**config.mk**
```make
export PLATFORM = sky130hd
export DESIGN_NAME = quad_supervisor_reset_watchdog
export DESIGN_NICKNAME = d
export VERILOG_FILES = /design/src/shared/supervisor_pkg.sv /design/src/shared/release_if.sv /design/src/rtl/release_timer.sv /design/src/rtl/quad_supervisor_reset_watchdog.sv
export VERILOG_INCLUDE_DIRS = /design/src /design/src/shared
export SDC_FILE = /design/constraint.sdc
export NUM_CORES = 1
export LEC_CHECK = 0
export BUFFER_PORTS_ARGS = -buffer_cell sky130_fd_sc_hd__buf_2
export CAP_MARGIN = 20
export CORE_MARGIN = 1.5
export CORE_UTILIZATION = 35
export DETAILED_ROUTE_END_ITERATION = 8
export GPL_TIMING_DRIVEN = 1
export SLEW_MARGIN = 15
export SYNTH_ARGS = -nofsm -noshare
export SYNTH_HDL_FRONTEND = slang
export SYNTH_HIERARCHICAL = 1
export SYNTH_SLANG_ARGS = --single-unit
```
**constraint.sdc**
```tcl
create_clock -name ref_clk -period 3.1 [get_ports ref_clk]
set_input_delay 0.775 -clock ref_clk [delete_from_list [all_inputs] [get_ports ref_clk]]
set_output_delay 0.775 -clock ref_clk [all_outputs]
set_load 0.05 [all_outputs]
```
**src/shared/supervisor_map.svh**
```systemverilog
// Constants of the quad supervisor: the clock rate and the timing figures.
// Assumes it is included by its bare name.
`ifndef SUPERVISOR_MAP_SVH
`define SUPERVISOR_MAP_SVH

// ********************************************************************
// Clock and timing figures
// ********************************************************************
`define SUP_CLK_KHZ        40000
`define SUP_FIXED_DELAY_US 21000
`define SUP_MIN_DELAY_US   1450
`define SUP_MAX_DELAY_US   10000000
`define SUP_WDT_US         630000

// Least times round up, longest times round down, in 64-bit arithmetic.
`define SUP_CYC_UP(us)   ((64'(us) * 64'(`SUP_CLK_KHZ) + 64'd999) / 64'd1000)
`define SUP_CYC_DOWN(us) ((64'(us) * 64'(`SUP_CLK_KHZ)) / 64'd1000)

// ********************************************************************
// Reset values
// ********************************************************************
`define SUP_RST_RELEASED 1'b0
`define SUP_RST_WDT_FLT  1'b0

`endif

```
**src/shared/supervisor_pkg.sv**
```systemverilog
// Types shared by the quad supervisor modules.
// Assumes nothing of its surroundings.
package supervisor_pkg;

	// Release timer states.
	typedef enum logic [1:0] {
		ST_HOLD     = 2'b00,
		ST_COUNT    = 2'b01,
		ST_RELEASED = 2'b10
	} rel_state_e;

	// Channel numbering of the four supervisor channels.
	typedef enum logic [1:0] {
		CH_ONE   = 2'b00,
		CH_TWO   = 2'b01,
		CH_THREE = 2'b10,
		CH_FOUR  = 2'b11
	} chan_id_e;

endpackage

```
**src/shared/release_if.sv**
```systemverilog
// Link between the supervisor core and one channel's release timer.
// Assumes both ends run on the same clock.
`timescale 1ns/1ps
`default_nettype none

interface release_if #(
	parameter int CNT_W = 29
);
	logic             fault;
	logic [CNT_W-1:0] delay;
	logic             released;

	modport timer (input fault, input delay, output released);
	modport ctrl  (output fault, output delay, input released);
endinterface

`default_nettype wire

```
**src/rtl/release_timer.sv**
```systemverilog
// Per-channel release timer: asserts at once on a fault, releases after a delay.
// Assumes a synchronised fault level and a delay count held stable by the core.
`timescale 1ns/1ps
`default_nettype none
`include "supervisor_map.svh"

module release_timer #(
	parameter int CNT_W = 29
) (
	input  wire logic ref_clk,
	input  wire logic sys_rst,
	release_if.timer  link
);

	supervisor_pkg::rel_state_e state_r;
	supervisor_pkg::rel_state_e state_nxt;
	logic [CNT_W-1:0]           cnt_r;
	logic [CNT_W-1:0]           cnt_nxt;
	logic                       released_r;
	wire logic                  done;

	// The count ends one cycle before the delay so that the release lands on it.
	assign done = (cnt_r >= link.delay - CNT_W'(1));

	// ****************************************************************
	// Next state
	// ****************************************************************
	// A fault wins in every state and clears the count.
	always_comb begin
		state_nxt = state_r;
		cnt_nxt   = cnt_r;
		if (link.fault) begin
			state_nxt = supervisor_pkg::ST_HOLD;
			cnt_nxt   = '0;
		end else begin
			unique case (state_r)
				supervisor_pkg::ST_HOLD: begin
					state_nxt = supervisor_pkg::ST_COUNT;
					cnt_nxt   = '0;
				end
				supervisor_pkg::ST_COUNT: begin
					if (done) begin
						state_nxt = supervisor_pkg::ST_RELEASED;
					end else begin
						cnt_nxt = cnt_r + CNT_W'(1);
					end
				end
				supervisor_pkg::ST_RELEASED: begin
					state_nxt = supervisor_pkg::ST_RELEASED;
				end
				default: begin
					state_nxt = supervisor_pkg::ST_HOLD;
				end
			endcase
		end
	end

	// State, count and the registered release level; reset starts the delay.
	always_ff @(posedge ref_clk or posedge sys_rst) begin
		if (sys_rst) begin
			state_r    <= supervisor_pkg::ST_COUNT;
			cnt_r      <= '0;
			released_r <= `SUP_RST_RELEASED;
		end else begin
			state_r    <= state_nxt;
			cnt_r      <= cnt_nxt;
			released_r <= (state_nxt == supervisor_pkg::ST_RELEASED);
		end
	end

	assign link.released = released_r;

endmodule

`default_nettype wire

```
**src/rtl/quad_supervisor_reset_watchdog.sv**
```systemverilog
// Digital core of a four-channel supply supervisor with manual reset and watchdog.
// Assumes comparator flags, manual reset and kick arrive as logic levels on ref_clk.
`timescale 1ns/1ps
`default_nettype none
`include "supervisor_map.svh"

// How it works
// A low manual reset input forces channel 1 reset low whatever its rail says.
// Channels 1 to 3 hold their reset low while their rail is below its falling threshold.
// Channel 4 holds its reset low while the lower window rail is below its threshold.
// Channel 4 also holds its reset low while the upper window rail is above its threshold.
// When a channel's fault clears, its reset stays low for the delay and then goes high.
// Each channel has its own delay, kept between 1.45 ms and 10 s.
// The delay select picks the fixed delay when high and the programmed delay when low.
// The watchdog fault output goes low on a watchdog timeout and is high otherwise.
// Every edge of the kick input restarts the watchdog period of 630 ms.
// Channel 1 release starts a fresh period, and no timeout counts while it is asserted.
// A build option makes the outputs open-drain or push-pull.
// A watchdog fault stays latched until channel 1 reset is asserted again.
// A new fault asserts a channel reset at once, with no delay.
// Channel 1 releases only once manual reset is high and its rail is good.
// The rail, window, manual reset and kick inputs are synchronised and the periods are cycle counters with parameter ends.
// Power-on reset asserts every reset, clears the watchdog fault and starts the delays.
module quad_supervisor_reset_watchdog #(
	parameter int          CNT_W         = 29,
	parameter bit          OPEN_DRAIN    = 1'b1,
	parameter logic [28:0] FIXED_CYCLES  = 29'(`SUP_CYC_DOWN(`SUP_FIXED_DELAY_US)),
	parameter logic [28:0] MIN_CYCLES    = 29'(`SUP_CYC_UP(`SUP_MIN_DELAY_US)),
	parameter logic [28:0] MAX_CYCLES    = 29'(`SUP_CYC_DOWN(`SUP_MAX_DELAY_US)),
	parameter logic [28:0] WDT_CYCLES    = 29'(`SUP_CYC_DOWN(`SUP_WDT_US))
) (
	input  wire logic                  ref_clk,
	input  wire logic                  sys_rst,
	input  wire logic [2:0]            rail_sense,
	input  wire logic                  lower_window_sense,
	input  wire logic                  upper_window_sense,
	input  wire logic                  manual_reset_n,
	input  wire logic                  watchdog_kick,
	input  wire logic [3:0]            delay_config,
	input  wire logic [3:0][CNT_W-1:0] delay_prog_cycles,
	output logic      [3:0]            channel_reset_out_n,
	output logic      [3:0]            channel_reset_oe,
	output logic                       watchdog_fault_n,
	output logic                       watchdog_fault_oe
);

	localparam int NSYNC = 7;

	// ****************************************************************
	// Input synchronisers
	// ****************************************************************
	wire logic [NSYNC-1:0] raw_in;
	logic      [NSYNC-1:0] meta_r;
	logic      [NSYNC-1:0] sync_r;
	logic                  kick_prev_r;

	// Bit order of the bank: rails, lower window, upper window, manual reset, kick.
	assign raw_in = {watchdog_kick, manual_reset_n, upper_window_sense,
	                 lower_window_sense, rail_sense};

	// Two flip-flops per input; only the second stage feeds the logic.
	genvar gi;
	generate
		for (gi = 0; gi < NSYNC; gi++) begin : g_sync
			always_ff @(posedge ref_clk or posedge sys_rst) begin
				if (sys_rst) begin
					meta_r[gi] <= 1'b0;
					sync_r[gi] <= 1'b0;
				end else begin
					meta_r[gi] <= raw_in[gi];
					sync_r[gi] <= meta_r[gi];
				end
			end
		end
	endgenerate

	wire logic [2:0] rail_ok_s;
	wire logic       lower_ok_s;
	wire logic       upper_over_s;
	wire logic       mr_n_s;
	wire logic       kick_s;

	assign rail_ok_s    = sync_r[2:0];
	assign lower_ok_s   = sync_r[3];
	assign upper_over_s = sync_r[4];
	assign mr_n_s       = sync_r[5];
	assign kick_s       = sync_r[6];

	// ****************************************************************
	// Kick history
	// ****************************************************************
	// Holds the last synchronised kick level for the edge detector.
	// It resets to the kick's idle low, so no false edge follows reset.
	always_ff @(posedge ref_clk or posedge sys_rst) begin
		if (sys_rst) begin
			kick_prev_r <= 1'b0;
		end else begin
			kick_prev_r <= kick_s;
		end
	end

	// ****************************************************************
	// Fault decode per channel
	// ****************************************************************
	wire logic       mr_fault;
	wire logic [2:0] rail_fault;
	wire logic       lower_fault;
	wire logic       upper_fault;
	wire logic [3:0] fault;

	// Each source brought to a common high-means-fault sense.
	assign mr_fault    = ~mr_n_s;
	assign rail_fault  = ~rail_ok_s;
	assign lower_fault = ~lower_ok_s;
	assign upper_fault = upper_over_s;

	// Channel 1 needs both manual reset high and a good rail to release.
	assign fault[0] = mr_fault | rail_fault[0];
	assign fault[1] = rail_fault[1];
	assign fault[2] = rail_fault[2];
	assign fault[3] = lower_fault | upper_fault;

	// ****************************************************************
	// Release timers
	// ****************************************************************
	wire logic [3:0] released;

	// Each channel picks and clamps its own delay, then runs its own timer.
	generate
		for (gi = 0; gi < 4; gi++) begin : g_chan
			wire logic [CNT_W-1:0] prog_clamped;
			wire logic [CNT_W-1:0] delay_sel;

			release_if #(.CNT_W(CNT_W)) u_link ();

			assign prog_clamped =
				(delay_prog_cycles[gi] < CNT_W'(MIN_CYCLES)) ? CNT_W'(MIN_CYCLES) :
				(delay_prog_cycles[gi] > CNT_W'(MAX_CYCLES)) ? CNT_W'(MAX_CYCLES) :
				delay_prog_cycles[gi];
			assign delay_sel = delay_config[gi] ? CNT_W'(FIXED_CYCLES) : prog_clamped;
			assign u_link.fault = fault[gi];
			assign u_link.delay = delay_sel;
			assign released[gi] = u_link.released;

			release_timer #(
				.CNT_W (CNT_W)
			) u_timer (
				.ref_clk (ref_clk),
				.sys_rst (sys_rst),
				.link    (u_link.timer)
			);
		end
	endgenerate

	// ****************************************************************
	// Watchdog
	// ****************************************************************
	logic [CNT_W-1:0] wdt_cnt_r;
	logic [CNT_W-1:0] wdt_cnt_nxt;
	logic             wdt_flt_r;
	logic             wdt_flt_nxt;
	wire logic        kick_edge;
	wire logic        wdt_expire;
	wire logic        wdt_hold;
	wire logic        wdt_frozen;
	wire logic        wdt_restart;
	wire logic        wdt_timeout;

	// Either edge of the synchronised kick counts as a restart.
	assign kick_edge  = kick_s ^ kick_prev_r;
	assign wdt_expire = (wdt_cnt_r >= CNT_W'(WDT_CYCLES) - CNT_W'(1));

	// Event priority: channel 1 reset, then a latched fault, then a kick, then the timeout.
	assign wdt_hold    = ~released[0];
	assign wdt_frozen  = ~wdt_hold & wdt_flt_r;
	assign wdt_restart = ~wdt_hold & ~wdt_flt_r & kick_edge;
	assign wdt_timeout = ~wdt_hold & ~wdt_flt_r & ~kick_edge & wdt_expire;

	// Held at zero while channel 1 is asserted, so release starts a fresh period.
	always_comb begin
		wdt_cnt_nxt = wdt_cnt_r;
		wdt_flt_nxt = wdt_flt_r;
		if (wdt_hold) begin
			wdt_cnt_nxt = '0;
			wdt_flt_nxt = 1'b0;
		end else if (wdt_frozen) begin
			wdt_cnt_nxt = wdt_cnt_r;
		end else if (wdt_restart) begin
			wdt_cnt_nxt = '0;
		end else if (wdt_timeout) begin
			wdt_flt_nxt = 1'b1;
		end else begin
			wdt_cnt_nxt = wdt_cnt_r + CNT_W'(1);
		end
	end

	// Watchdog count and latched fault.
	always_ff @(posedge ref_clk or posedge sys_rst) begin
		if (sys_rst) begin
			wdt_cnt_r   <= '0;
			wdt_flt_r   <= `SUP_RST_WDT_FLT;
		end else begin
			wdt_cnt_r   <= wdt_cnt_nxt;
			wdt_flt_r   <= wdt_flt_nxt;
		end
	end

	// ****************************************************************
	// Output stage
	// ****************************************************************
	// Open-drain drives only the low level; push-pull drives both levels.
	// A released open-drain line relies on the board pull-up for its high level.
	assign channel_reset_out_n = released;
	assign channel_reset_oe    = OPEN_DRAIN ? ~released : 4'hF;

	// The fault pin follows the latched flag, low while it is set.
	assign watchdog_fault_n    = ~wdt_flt_r;
	assign watchdog_fault_oe   = OPEN_DRAIN ? wdt_flt_r : 1'b1;

endmodule

`default_nettype wire

```
==> results summary, run 1 <==
The flow ran to the end, but the final reports show violations. The final reports fail on setup timing. The post-synthesis net count is roughly 2100.

The overall routed net length is about 51000 um. The cell total after placement is between 2000 and 3000. The utilization after layout is 0.526. Of the cells placed in the final design, the portion with a size suffix greater than 1 is 0.382. The clock tree skew after final layout is around 13 ps. The first global-routing pass estimated slightly above 80000 um of wire. The cell with the largest stage delay on the worst path is sky130_fd_sc_hd__or4_4. The die covers approximately 46000 um2.

The number of antenna violations at the first check in global routing came out at 5. The most repeated cell in the gate-level netlist after synthesis is sky130_fd_sc_hd__nand2_1. The cell area that synthesis handed to floorplanning was 15500 um2.

The cell count after synthesis is 1895. The number of iterations in the first detailed-routing pass is 5. The delay contributed by the slowest stage of the critical path is around 550 ps. The tightest slew margin relative to the limit came out at 0.406. After synthesis, the netlist uses 87 different library cells. The count of flip-flops with a built-in enable after synthesis came out at 0.

The area fraction of the dominant cell type after synthesis is 0.272. The DRC marker count from the first detailed-route iteration came out at about 1200. The placer's final routability congestion estimate is ~0.95.

The sequential-to-total area share from yosys stat is 0.279. The startpoint type of the worst setup path is an input pin. The floorplan row count is between 70 and 80.

By area the synthesized netlist is led by sky130_fd_sc_hd__dfrtp_1 (27%), sky130_fd_sc_hd__ha_1 (10%), sky130_fd_sc_hd__xnor2_1 (4.3%). The maximum root-to-sink buffer count came out at 2. The synthesized design spends more area on one cell type than any other, namely sky130_fd_sc_hd__dfrtp_1.

The number of max-slew violations in the final report came to 0. The total clock sinks came out at about 170. The post-synthesis to final-layout area growth is 49.0%.

The final cell count without fillers is a little over 3000. The via total after detailed routing came out at 17100. The shortest clock period the worst path allows after layout came out at approximately 6000 ps.

The mean post-synth cell area is roughly 8.2 um2. For this configuration, the core starts out at a cell density of 0.353. After clock tree synthesis, the flow added hold-fix buffers numbering 0. The combined global-route utilization of all metal layers is 0.220. The remaining global-route overflow came out at 0. The type of the worst setup path is input pin to flop. For this run, the number of Yosys warnings is 6. In the final design database the tool counted 2704 nets.

The kind of cell adding the most delay to the critical path is simple AND/OR/NAND/NOR gates. TritonCTS built the clock tree. Setup repair after global routing could not meet its margin everywhere. The combined buffer and inverter count along the critical path is 3. The transition time at the pin with the least slew margin came out at roughly 900 ps. The maximum ir drop on the vdd rail is between 400 and 500 uV. The cell at the root of the clock tree is sky130_fd_sc_hd__clkbuf_16. The peak fanout along the critical path is 6. The worst setup margin is -2940 ps. The leakage power of the design is between 10 and 15 nW. The wire length per cell came out at roughly 17 um. Of all flip-flops after synthesis, the portion carrying an async set or reset was 1.00. The max-capacitance violation count came out at 0. The required time of the critical path came out at around 3500 ps. The most numerous cell on the critical path is sky130_fd_sc_hd__or4_4. The later pin in the worst-skew pair is clocked with a latency of 470 ps. The critical path goes through buf_8 -> nand4_1 -> or3_4 -> o311a_1 -> buf_4 -> o21ai_2 -> a21oi_2 -> or4_4 -> or4_4 -> or4_4 -> nor3_4 -> nand2_1 -> xor2_1 -> ha_1 -> and4_4 -> a211o_1 -> a221o_1 -> o31a_1 -> buf_6 -> or2_4 -> a32o_1. The data arrival time of the critical path is ~6400 ps. For this run, the leading register cell type out of synthesis is sky130_fd_sc_hd__dfrtp_1. After synthesis the netlist holds a flip-flop and latch count of about 170. The H-tree level count is 4. The HPWL after detailed placement is 36600 um.

During I/O placement, the number of pins put on the boundary was 139. The detail-routed via count per cell is about 5.6. The worst setup path is captured at a flop.

Ranked by instance count, the synthesized netlist is headed by sky130_fd_sc_hd__nand2_1 (177), sky130_fd_sc_hd__dfrtp_1 (169), sky130_fd_sc_hd__nor2_1 (155), sky130_fd_sc_hd__ha_1 (125), sky130_fd_sc_hd__nand3_1 (98). The maximum number of pins on one net before global-route repair came out at 33. The die outline width came out at 214 um. The number of failing setup endpoints in the final timing report came out at roughly 130.

The count of endpoints failing hold in the final timing report is 0. In this run the vertical extent of the chip is ~210 um. The final critical-path share of the clock period came out at 1.95. The clock transition at the register clock pins on the worst setup and hold paths after CTS came out at 80 ps. Buffers placed on the I/O ports in this run total between 100 and 150. The maximum frequency from static timing analysis came out at ~0.17 GHz.

The via count of the first global-routing pass is approximately 17000. The number of buffers inserted during clock tree synthesis came out at 17. The type of the tightest min-delay check is flop to flop. The remaining number of nets flagged by the antenna check after routing is 0. The standard cell core area is 44000 um2. In the routed design, unresolved DRC markers number 0. The total power per unit cell area came out at approximately 250 nW/um2.
layout by cell type (no fill, tap or decap), drive strengths merged, types with 12 or more instances in the layout:
cell type / synthesis / routed
buf: 18 / 604
nand2: 177 / 177
dfrtp: 169 / 169
nor2: 157 / 157
ha: 125 / 125
o21ai: 122 / 122
nand3: 101 / 101
a21oi: 99 / 99
xnor2: 76 / 76
nor3: 73 / 73
inv: 59 / 67
o31ai: 64 / 64
nor4: 56 / 56
nand4: 55 / 55
and3: 52 / 52
o21a: 41 / 41
or3: 35 / 35
or4: 34 / 34
xor2: 32 / 32
and2: 24 / 24
a21o: 23 / 23
and4: 23 / 23
a31oi: 22 / 22
clkbuf: 50 / 20
a2111oi: 14 / 14
o211ai: 13 / 13
nor2b: 13 / 13
nand3b: 12 / 12
nand2b: 12 / 12
per-stage QoR:
stage	hold WS, ps	worst slack, ps	instance area (um2)	total power (W)	setup TNS, ps
after CTS	354	-2810	22300	0.00581	-294870
after detailed placement	338	-3410	20100	0.00354	-381190
final	351	-2940	23100	0.00580	-307560
after global placement	333	-3340	20100	0.00351	-368970
after global routing	358	-3080	23100	0.00610	-331880
after floorplan	331	-3130	16100	0.00292	-343540
worst reg2reg max path, stage by stage, from the launching register on:
cell and delay, ps:
sky130_fd_sc_hd__dfrtp_1 460, sky130_fd_sc_hd__inv_1 80, sky130_fd_sc_hd__ha_1 260, sky130_fd_sc_hd__nand2b_1 130
sky130_fd_sc_hd__a2111oi_0 340, sky130_fd_sc_hd__and4b_1 290, sky130_fd_sc_hd__o211a_4 290, sky130_fd_sc_hd__o31a_4 440
sky130_fd_sc_hd__buf_12 170, sky130_fd_sc_hd__o21bai_1 140, sky130_fd_sc_hd__a21o_1 150
kinds of logic after synthesis:
logic type,synth area share
and+or+nand+nor,0.310
buffers and inverters,0.0343
muxes,0.00322
DFF,0.279
AOI/OAI and AO/OA,0.212
xor gates and xnor gates,0.0609
adders and majority gates,0.101
registers in the layout, indices dropped and copies added (netlist names):
register	flops
g_chan.u_timer/link.released	4
rail_ok_s	3
wdt_cnt_r	29
lower_ok_s	1
g_chan.u_timer/state_r	8
mr_n_s	1
watchdog_fault_oe	1
upper_fault	1
meta_r	7
kick_s	1
kick_prev_r	1
g_chan.u_timer/cnt_r	116
where the power goes:
part	internal, W	total, W	switching [W]
clock network	0.00113	0.00216	0.00103
registers	0.00227	0.00229	0.0000132
logic	0.000679	0.00136	0.000679
path summary, 6_finish.rpt:
kind	end	slack [ps]	depth (start not counted)	start
max reg2reg	g_chan[0].u_timer/cnt_r[20]$_DFFE_PP0P_	250	10	g_chan[0].u_timer/cnt_r[0]$_DFFE_PP0P_
min reg2reg	mr_n_s$_DFF_PP0_	350	0	meta_r[5]$_DFF_PP0_
max	g_chan[2].u_timer/cnt_r[1]$_DFFE_PP0P_	-2940	21	delay_prog_cycles[80]
max in group asynchronous	rail_ok_s[0]$_DFF_PP0_	2100	3	sys_rst
min	mr_n_s$_DFF_PP0_	350	0	meta_r[5]$_DFF_PP0_
min in group asynchronous	rail_ok_s[1]$_DFF_PP0_	380	2	sys_rst
layer usage:
layer / track usage / up-vias / part of all wire
met2: 0.370 / 334 / 0.49
met5: 0 / - / 0.00049
met1: 0.294 / 8318 / 0.45
met4: 0.0520 / 4 / 0.015
li1: - / 8336 / -
met3: 0.0357 / 76 / 0.036
timing repair:
item / in CTS / in global routing
resized for setup: 226 / 153
gates cloned: 15 / 0
endpoints found under the setup margin: 128 / 128
pin swaps: 79 / 68
setup buffers: 32 / 21
cell type report:
cell class	instances	area, um2
Clock buffer	20	467
Tap cell	592	741
Clock inverter	12	119
Inverter	59	221
Timing Repair Buffer	604	4800
Sequential cell	173	4330
Multi-Input combinational cell	1595	12500
Antenna cell	2	5.00
Fill cell	3974	20900
No activity file was read; power rests on OpenSTA's default activity.
==> run 2: changes to the inputs <==
--- a/config.mk
+++ b/config.mk
@@ -6,8 +6,10 @@
 export SDC_FILE = /design/constraint.sdc
 export NUM_CORES = 1
 export LEC_CHECK = 0
+export ABC_AREA = 1
 export BUFFER_PORTS_ARGS = -buffer_cell sky130_fd_sc_hd__buf_2
 export CAP_MARGIN = 20
+export CORE_ASPECT_RATIO = 1.2
 export CORE_MARGIN = 1.5
 export CORE_UTILIZATION = 35
 export DETAILED_ROUTE_END_ITERATION = 8
==> constraint.sdc (replaced) <==
create_clock -name ref_clk -period 7.8 [get_ports ref_clk]
set_input_delay 1.95 -clock ref_clk [delete_from_list [all_inputs] [get_ports ref_clk]]
set_output_delay 1.95 -clock ref_clk [all_outputs]
set_load 0.05 [all_outputs]
==> run 2 against run 1 <==
Against the previous run:
- the run now ends clean
- clock skew increased by 1.7 ps
- worst setup slack improved by 4400 ps
- count of clock-buffer cells in the layout increased by 1
- hold slack got worse by 2.3 ps
- non-clock buffer count decreased by 451
- global-route usage decreased by 3.0 points
- critical path type unchanged
==> results summary, run 2 <==
The maximum number of pins on one net before global-route repair is 46 (was 33). The maximum ir drop on the vdd rail came out at 134 uV (was 474 uV). The clock latency of the later-clocked register in the worst-skew pair is 490 ps (was 470 ps). The type of the tightest min-delay check is flop to flop (unchanged). The number of antenna repair diodes came out at 0 (was 2). The leakage power of the design came out at 10.5 nW (was 10.0 nW).

The cell total after placement is 3957 (was 2964). The post-synthesis register bit count is 173 (unchanged). The cell area after technology mapping came out at 19500 um2 (was 15500 um2).

The overall routed net length was 53000 um (was 50800 um). The number of max-slew violations in the final report is 0 (unchanged). The count of boundary I/O pins came to 139 (unchanged). The most repeated cell in the gate-level netlist after synthesis is sky130_fd_sc_hd__nand2_1 (unchanged). The clock tree skew after final layout came to 15.1 ps (was 13.3 ps). The wire length per cell came out at 13.3 um (was 16.6 um). The type of the worst setup path is input pin to flop (unchanged).

The detailed-placement wirelength estimate came out at 41600 um (was 36600 um). The required time of the critical path is 8180 ps (was 3460 ps). The combined global-route utilization of all metal layers is 0.189 (was 0.220). The mean post-synth cell area is 6.15 um2 (was 8.20 um2). The most frequent standard cell in the layout excluding fill and tap cells is sky130_fd_sc_hd__nand2_1 (was sky130_fd_sc_hd__buf_4).

The post-cts sizing count is 0 (was 226). Commonest cells after routing, fill and taps aside: sky130_fd_sc_hd__nand2_1 (927), sky130_fd_sc_hd__nor2_1 (522), sky130_fd_sc_hd__inv_1 (379), sky130_fd_sc_hd__nand4_1 (214), sky130_fd_sc_hd__nand3_1 (171) (was sky130_fd_sc_hd__buf_4 (401), sky130_fd_sc_hd__dfrtp_1 (169), sky130_fd_sc_hd__nand2_1 (149), sky130_fd_sc_hd__nor2_1 (146), sky130_fd_sc_hd__ha_1 (125)). The utilization after layout came out at 0.388 (was 0.526). The data arrival time of the critical path is 6700 ps (was 6400 ps). The number of buffers inserted during clock tree synthesis came to 17 (unchanged).

The via total after detailed routing was 19600 (was 17100). The critical path capture point type is a flop (unchanged). The start point of the critical path is delay_prog_cycles[85] (was delay_prog_cycles[80]). The H-tree level count is 4 (unchanged). The remaining number of nets flagged by the antenna check after routing came out at 0 (unchanged). The footprint of the flip-flops and latches came out at 4330 um2 (unchanged). The flip-flop count of the largest register, all copies and words added came out at 116 (unchanged). The clock transition at the register clock pins on the worst setup and hold paths after CTS is 70 ps (was 80 ps). The tightest slew margin relative to the limit was 0.291 (was 0.406). The sequential-to-total area share from yosys stat came out at 0.222 (was 0.279). The count of flip-flops with a built-in enable after synthesis was 0 (unchanged). The count of endpoints failing hold in the final timing report came out at 0 (unchanged). The placer's final routability congestion estimate came out at 0.929 (was 0.954). Setup repair after global routing missed its margin: no (was yes). The net total in the final layout was 3511 (was 2704). The peak fanout along the critical path came out at 31 (was 6). The cell count after synthesis came to 3173 (was 1895). The cell with the largest stage delay on the worst path is sky130_fd_sc_hd__nand2_1 (was sky130_fd_sc_hd__or4_4). The DRC marker count from the first detailed-route iteration is 1083 (was 1170).

The starting density of the core is 0.355 (was 0.353). The slack of the worst reg-to-reg path is 5060 ps (was 250 ps). The capturing element of the worst setup path is g_chan[2].u_timer/cnt_r[8]$_DFFE_PP0P_ (was g_chan[2].u_timer/cnt_r[1]$_DFFE_PP0P_). The endpoint of the most critical register-to-register path is g_chan[2].u_timer/cnt_r[8]$_DFFE_PP0P_ (was g_chan[0].u_timer/cnt_r[20]$_DFFE_PP0P_). The standard cell core area was 54900 um2 (was 44000 um2).

The remaining global-route overflow came out at 0 (unchanged). The max-capacitance violation count came out at 0 (unchanged). The origin of the critical flop-to-flop path is g_chan[2].u_timer/cnt_r[16]$_DFFE_PP0P_ (was g_chan[0].u_timer/cnt_r[0]$_DFFE_PP0P_). The area fraction of the dominant cell type after synthesis came out at 0.217 (was 0.272). The final setup TNS is 0 ps (was -307560 ps).

The final critical-path share of the clock period came out at 0.811. The startpoint type of the worst setup path is an input pin (unchanged). The most numerous cell on the critical path is sky130_fd_sc_hd__nand2_1 (was sky130_fd_sc_hd__or4_4). The floorplan row count is 94 (was 77). The maximum frequency from static timing analysis came out at approximately 0.16 GHz. The final cell count without fillers was 3990 (was 3057).

Largest cells by area after synthesis: sky130_fd_sc_hd__dfrtp_1 (22%), sky130_fd_sc_hd__nand2_1 (18%), sky130_fd_sc_hd__nor2_1 (10%) (was sky130_fd_sc_hd__dfrtp_1 (27%), sky130_fd_sc_hd__ha_1 (10%), sky130_fd_sc_hd__xnor2_1 (4.3%)). The total cell area at the placement stage is 20800 um2 (was 20100 um2). The post-detailed-route DRC marker count is 0 (unchanged). The post-synthesis net count was 3427 (was 2149). The main flop type after synthesis is sky130_fd_sc_hd__dfrtp_1 (unchanged). The number of antenna violations at the first check in global routing is 0 (was 5). The die outline width is 219 um (was 214 um). The full die area is 57200 um2 (was 45700 um2). The number of distinct library cells after synthesis came out at 52 (was 87). The number of buffers inserted by hold repair at cts came out at 0 (unchanged). The number of iterations in the first detailed-routing pass came out at 5 (unchanged). The footprint of the multi-input gates came out at 13200 um2 (was 12500 um2).

The global-route wire length before repair is 89300 um (was 81900 um). The number of failing setup endpoints in the final timing report is 0 (was 128). The detail-routed via count per cell is 4.91 (was 5.58).

Post-synth top cells: sky130_fd_sc_hd__nand2_1 (927), sky130_fd_sc_hd__nor2_1 (522), sky130_fd_sc_hd__inv_1 (380), sky130_fd_sc_hd__nand4_1 (214), sky130_fd_sc_hd__nand3_1 (171) (was sky130_fd_sc_hd__nand2_1 (177), sky130_fd_sc_hd__dfrtp_1 (169), sky130_fd_sc_hd__nor2_1 (155), sky130_fd_sc_hd__ha_1 (125), sky130_fd_sc_hd__nand3_1 (98)). The total of warnings raised by yosys came out at 6 (unchanged). The via count of the first global-routing pass was 18500 (was 16800).

The die boundary height is 262 um (was 214 um). The total clock sinks came out at 173 (unchanged). The clock tree from TritonCTS is yes (unchanged). The share of synthesized flip-flops with an asynchronous set or reset is 1.00 (unchanged). The shortest clock period the worst path allows after layout is about 6300 ps. The number of instances on the worst hold path came to 0 (unchanged).

Largest regs: g_chan.u_timer/cnt_r x116, wdt_cnt_r x29, g_chan.u_timer/state_r x8 (unchanged). The total of fill cells in the finished design is 6012 (was 3974). The fraction of layout cells with a size suffix above 1 came out at 0.103 (was 0.382). The maximum root-to-sink buffer count came out at 2 (unchanged). The cell area after layout came out at 21300 um2 (was 23100 um2).

The most flop-heavy register is g_chan.u_timer/cnt_r (unchanged). The port buffer count came out at 138 (unchanged). The number of setup buffers added after CTS is 0 (was 32).

The post-synthesis to final-layout area growth was 9.27% (was 49.0%). The cell type contributing the most total cell area after synthesis was sky130_fd_sc_hd__dfrtp_1 (unchanged). The total power per unit cell area came out at 103 nW/um2 (was 251 nW/um2). The delay contributed by the slowest stage of the critical path is 490 ps (was 550 ps). The cell at the root of the clock tree is sky130_fd_sc_hd__clkbuf_16 (unchanged). Status: complete, no violations (was finished with violations). The post-route worst hold slack is 349 ps (was 351 ps).

The transition time at the pin with the least slew margin is 1060 ps (was 891 ps). The depth of the worst register-to-register path is 11 (was 10).
-- run 2: cell count changes after synthesis, sizes merged, moves of 88 or more --
| cell | delta |
|---|---|
| nand4 | +161 |
| nand2 | +772 |
| nor2 | +417 |
| inv | +339 |
| nand3 | +88 |
| o21ai | -90 |
-- run 2: through the flow --
| step | power [W] | setup slack (ps) |
|---|---|---|
| 2_1_floorplan | 0.00122 | 2480 |
| 4_1_cts | 0.00223 | 1560 |
| 3_5_place_dp | 0.00134 | 1040 |
| 5_1_grt | 0.00232 | 947 |
| 6_report | 0.00219 | 1480 |
| 3_3_place_gp | 0.00134 | 1010 |
-- run 2: final cells by class --
class	count	area share
clock buffers	21	0.0211
inverters	405	0.0713
well taps	720	0.0422
clock inverters	11	0.00575
multi-input cells	2507	0.619
repair buffers	153	0.0376
flip-flops and latches	173	0.203
-- run 2: kinds of logic (layout without fill, tap and decap cells) --
kind of cell	after synthesis	count (layout)	synth area share
flip-flops	173	173	0.222
adder cells (fa/ha/maj)	125	125	0.0801
AND/OR/NAND/NOR	2079	2079	0.487
AO/OA/AOI/OAI	153	153	0.0421
buffers and inverters	493	590	0.102
XOR/XNOR	150	150	0.0673
-- run 2: power breakdown --
part / total (W) / internal (W) / switching, W
registers: 0.000909 / 0.000904 / 0.00000463
logic: 0.000410 / 0.000135 / 0.000275
clock network: 0.000869 / 0.000477 / 0.000392
total: 0.00219 / 0.00152 / 0.000671
-- run 2: worst min-delay path by stage --
stage	end	start
after detailed placement	upper_fault$_DFF_PP0_	meta_r[4]$_DFF_PP0_
after global placement	mr_n_s$_DFF_PP0_	meta_r[5]$_DFF_PP0_
final	lower_ok_s$_DFF_PP0_	meta_r[3]$_DFF_PP0_
after global routing	mr_n_s$_DFF_PP0_	meta_r[5]$_DFF_PP0_
after floorplan	kick_s$_DFF_PP0_	meta_r[6]$_DFF_PP0_
after CTS	lower_ok_s$_DFF_PP0_	meta_r[3]$_DFF_PP0_
-- run 2: metal layers --
layer,global-route usage,share of wire,vias to the layer above
met5,0,0,-
met4,0.0536,0.016,0
met3,0.0289,0.035,52
met2,0.328,0.48,343
met1,0.243,0.47,8796
li1,-,-,10400
-- run 2: critical path, delay by kind of cell --
kind | cells | cell delay [ps]
buffers and inverters | 4 | 790
xor gates and xnor gates | 1 | 200
and+or+nand+nor | 23 | 3430
adders and majority gates | 1 | 300
==> run 3: changes to the inputs <==
==> constraint.sdc (replaced) <==
create_clock -name ref_clk -period 6.05 [get_ports ref_clk]
set_input_delay 1.5125 -clock ref_clk [delete_from_list [all_inputs] [get_ports ref_clk]]
set_output_delay 1.5125 -clock ref_clk [all_outputs]
set_load 0.05 [all_outputs]
==> run 3 against run 2 <==
Against the previous run:
- clock power rose by 38%
- clock skew rose by 1.6 ps
- non-clock buffer count rose by 23
- via count rose by 0.48%
- critical path type unchanged
==> results summary, run 3 (synthesized netlist as in run 2, its figures left out) <==
The combined global-route utilization of all metal layers came to 0.191 (was 0.189). The number of antenna repair diodes is 0 (unchanged). The maximum root-to-sink buffer count is 2 (unchanged). The number of failing setup endpoints in the final timing report was 0 (unchanged). The number of buffers inserted during clock tree synthesis came to 17 (unchanged).

The slack of the worst reg-to-reg path is 3570 ps (was 5060 ps). The type of the worst setup path was input pin to flop (unchanged). The starting density of the core came out at 0.355 (unchanged). Commonest cells after routing, fill and taps aside: sky130_fd_sc_hd__nand2_1 (927), sky130_fd_sc_hd__nor2_1 (522), sky130_fd_sc_hd__inv_1 (379), sky130_fd_sc_hd__nand4_1 (214), sky130_fd_sc_hd__nand3_1 (171) (unchanged). The die outline width came out at 219 um (unchanged). The leakage power of the design came out at 10.6 nW (was 10.5 nW).

The detailed-placement wirelength estimate was 42200 um (was 41600 um). The clock tree from TritonCTS is yes (unchanged). The most frequent standard cell in the layout excluding fill and tap cells is sky130_fd_sc_hd__nand2_1 (unchanged). The worst setup margin came out at 751 ps (was 1480 ps). The count of endpoints failing hold in the final timing report came out at 0 (unchanged). Status: complete, no violations (unchanged). The number of iterations in the first detailed-routing pass is 8 (was 5).

The total power per unit cell area came out at 135 nW/um2 (was 103 nW/um2). The detail-routed via count per cell is 4.90 (was 4.91). The H-tree level count came out at 4 (unchanged). The clock latency of the later-clocked register in the worst-skew pair is 500 ps (was 490 ps). The net total in the final layout came to 3534 (was 3511).

The critical path capture point type is a flop (unchanged). The pre-CTS setup slack is 232 ps (was 1040 ps). The post-detailed-route DRC marker count is 0 (unchanged).

The most flop-heavy register was g_chan.u_timer/cnt_r (unchanged). The cell area after layout came out at 21500 um2 (was 21300 um2). The transition time at the pin with the least slew margin is 790 ps (was 1060 ps). The final setup TNS is 0 ps (unchanged). The global-route wire length before repair came out at 90300 um (was 89300 um). The number of buffers inserted by hold repair at cts came out at 0 (unchanged). The clock tree skew after final layout is 16.7 ps (was 15.1 ps).

The most numerous cell on the critical path is sky130_fd_sc_hd__nand2_1 (unchanged). The overall routed net length came out at 53600 um (was 53000 um). The floorplan row count came to 94 (unchanged). The DRC marker count from the first detailed-route iteration came out at 1114 (was 1083). The number of max-slew violations in the final report was 0 (unchanged). The peak fanout along the critical path came out at 21 (was 31). The type of the tightest min-delay check is flop to flop (unchanged). The data arrival time of the critical path is 5680 ps (was 6700 ps). Subtracting the final worst setup slack from the clock period gives between 5000 and 6000 ps. The die boundary height came out at 262 um (unchanged). The required time of the critical path is 6430 ps (was 8180 ps).

The maximum number of pins on one net before global-route repair is 46 (unchanged). The delay contributed by the slowest stage of the critical path is 320 ps (was 490 ps). Largest regs: g_chan.u_timer/cnt_r x116, wdt_cnt_r x29, g_chan.u_timer/state_r x8 (unchanged).

The total clock sinks came to 173 (unchanged). The maximum frequency from static timing analysis is 0.189 GHz. The tightest slew margin relative to the limit is 0.471 (was 0.291). The max-capacitance violation count is 0 (unchanged).

Dividing the final minimum period by the clock period gives 0.876. The wire length per cell is 13.4 um (was 13.3 um). The fraction of layout cells with a size suffix above 1 is 0.111 (was 0.103). The cell with the largest stage delay on the worst path was sky130_fd_sc_hd__buf_4 (was sky130_fd_sc_hd__nand2_1). The remaining number of nets flagged by the antenna check after routing was 0 (unchanged). The standard cell core area came to 54900 um2 (unchanged).

The cell at the root of the clock tree is sky130_fd_sc_hd__clkbuf_16 (unchanged). The port buffer count is 138 (unchanged). The post-route total power is 0.00291 W (was 0.00219 W). The full die area is 57200 um2 (unchanged). The via total after detailed routing came out at 19700 (was 19600). The maximum ir drop on the vdd rail came out at 190 uV (was 134 uV).

The post-cts sizing count came out at 0 (unchanged). Setup repair after global routing missed its margin: no (unchanged). The startpoint type of the worst setup path is an input pin (unchanged). The total cell area at the placement stage came out at 20900 um2 (was 20800 um2).

The number of antenna violations at the first check in global routing was 0 (unchanged). The flip-flop count of the largest register, all copies and words added was 116 (unchanged). The post-synthesis to final-layout area growth came out at 10.4% (was 9.27%). The placer's final routability congestion estimate came out at 0.901 (was 0.929). The number of setup buffers added after CTS is 0 (unchanged). The remaining global-route overflow came out at 0 (unchanged).

The via count of the first global-routing pass came out at 18800 (was 18500). The count of boundary I/O pins came out at 139 (unchanged). The clock transition at the register clock pins on the worst setup and hold paths after CTS is 70 ps (about the same).
## run 3: cell type report
class                           count  area [um2]
Fill cell                        6087       33400
Sequential cell                   173        4330
Inverter                          405        1520
Timing Repair Buffer              176         983
Clock inverter                     15         181
Multi-Input combinational cell   2507       13200
Tap cell                          720         901
Clock buffer                       17         425
## run 3: worst max-delay path, delay by kind of cell
kind,cells,cell delay (ps)
XOR/XNOR,1,150
AO/OA/AOI/OAI,1,190
AND/OR/NAND/NOR,22,2580
adder cells (fa/ha/maj),2,510
buffers and inverters,4,710
## run 3: stage by stage
step	hold slack, ps	util	std cells
floorplan	331	-	3173
global placement	333	0.381	3980
detailed placement	335	0.381	3980
CTS	350	0.392	4012
global route	359	0.392	4013
finish	349	0.392	4013
## run 3: path summary, 6_finish.rpt
check / start / depth (start not counted) / end
worst max register to register: g_chan[3].u_timer/cnt_r[4]$_DFFE_PP0P_ / 12 / g_chan[3].u_timer/cnt_r[21]$_DFFE_PP0P_
min in group asynchronous: sys_rst / 2 / meta_r[1]$_DFF_PP0_
worst max-delay path: delay_prog_cycles[13] / 30 / g_chan[0].u_timer/cnt_r[11]$_DFFE_PP0P_
worst min register to register: meta_r[6]$_DFF_PP0_ / 0 / kick_s$_DFF_PP0_
max in group asynchronous: sys_rst / 3 / meta_r[6]$_DFF_PP0_
worst min-delay path: meta_r[6]$_DFF_PP0_ / 0 / kick_s$_DFF_PP0_
## run 3: report_power, final
group	leakage (nW)	internal, W	switching (W)
combinational	7.99	0.000181	0.000357
clock	0.296	0.000655	0.000547
sequential	2.37	0.00116	0.00000584
total	10.6	0.00200	0.000909
## run 3: metal layers
layer | vias up | wire [um] | track usage
li1 | 10400 | - | -
met1 | 8837 | 25000 | 0.243
met2 | 320 | 25800 | 0.333
met3 | 80 | 1680 | 0.0271
met4 | 0 | 1150 | 0.0580
met5 | - | 0 | 0
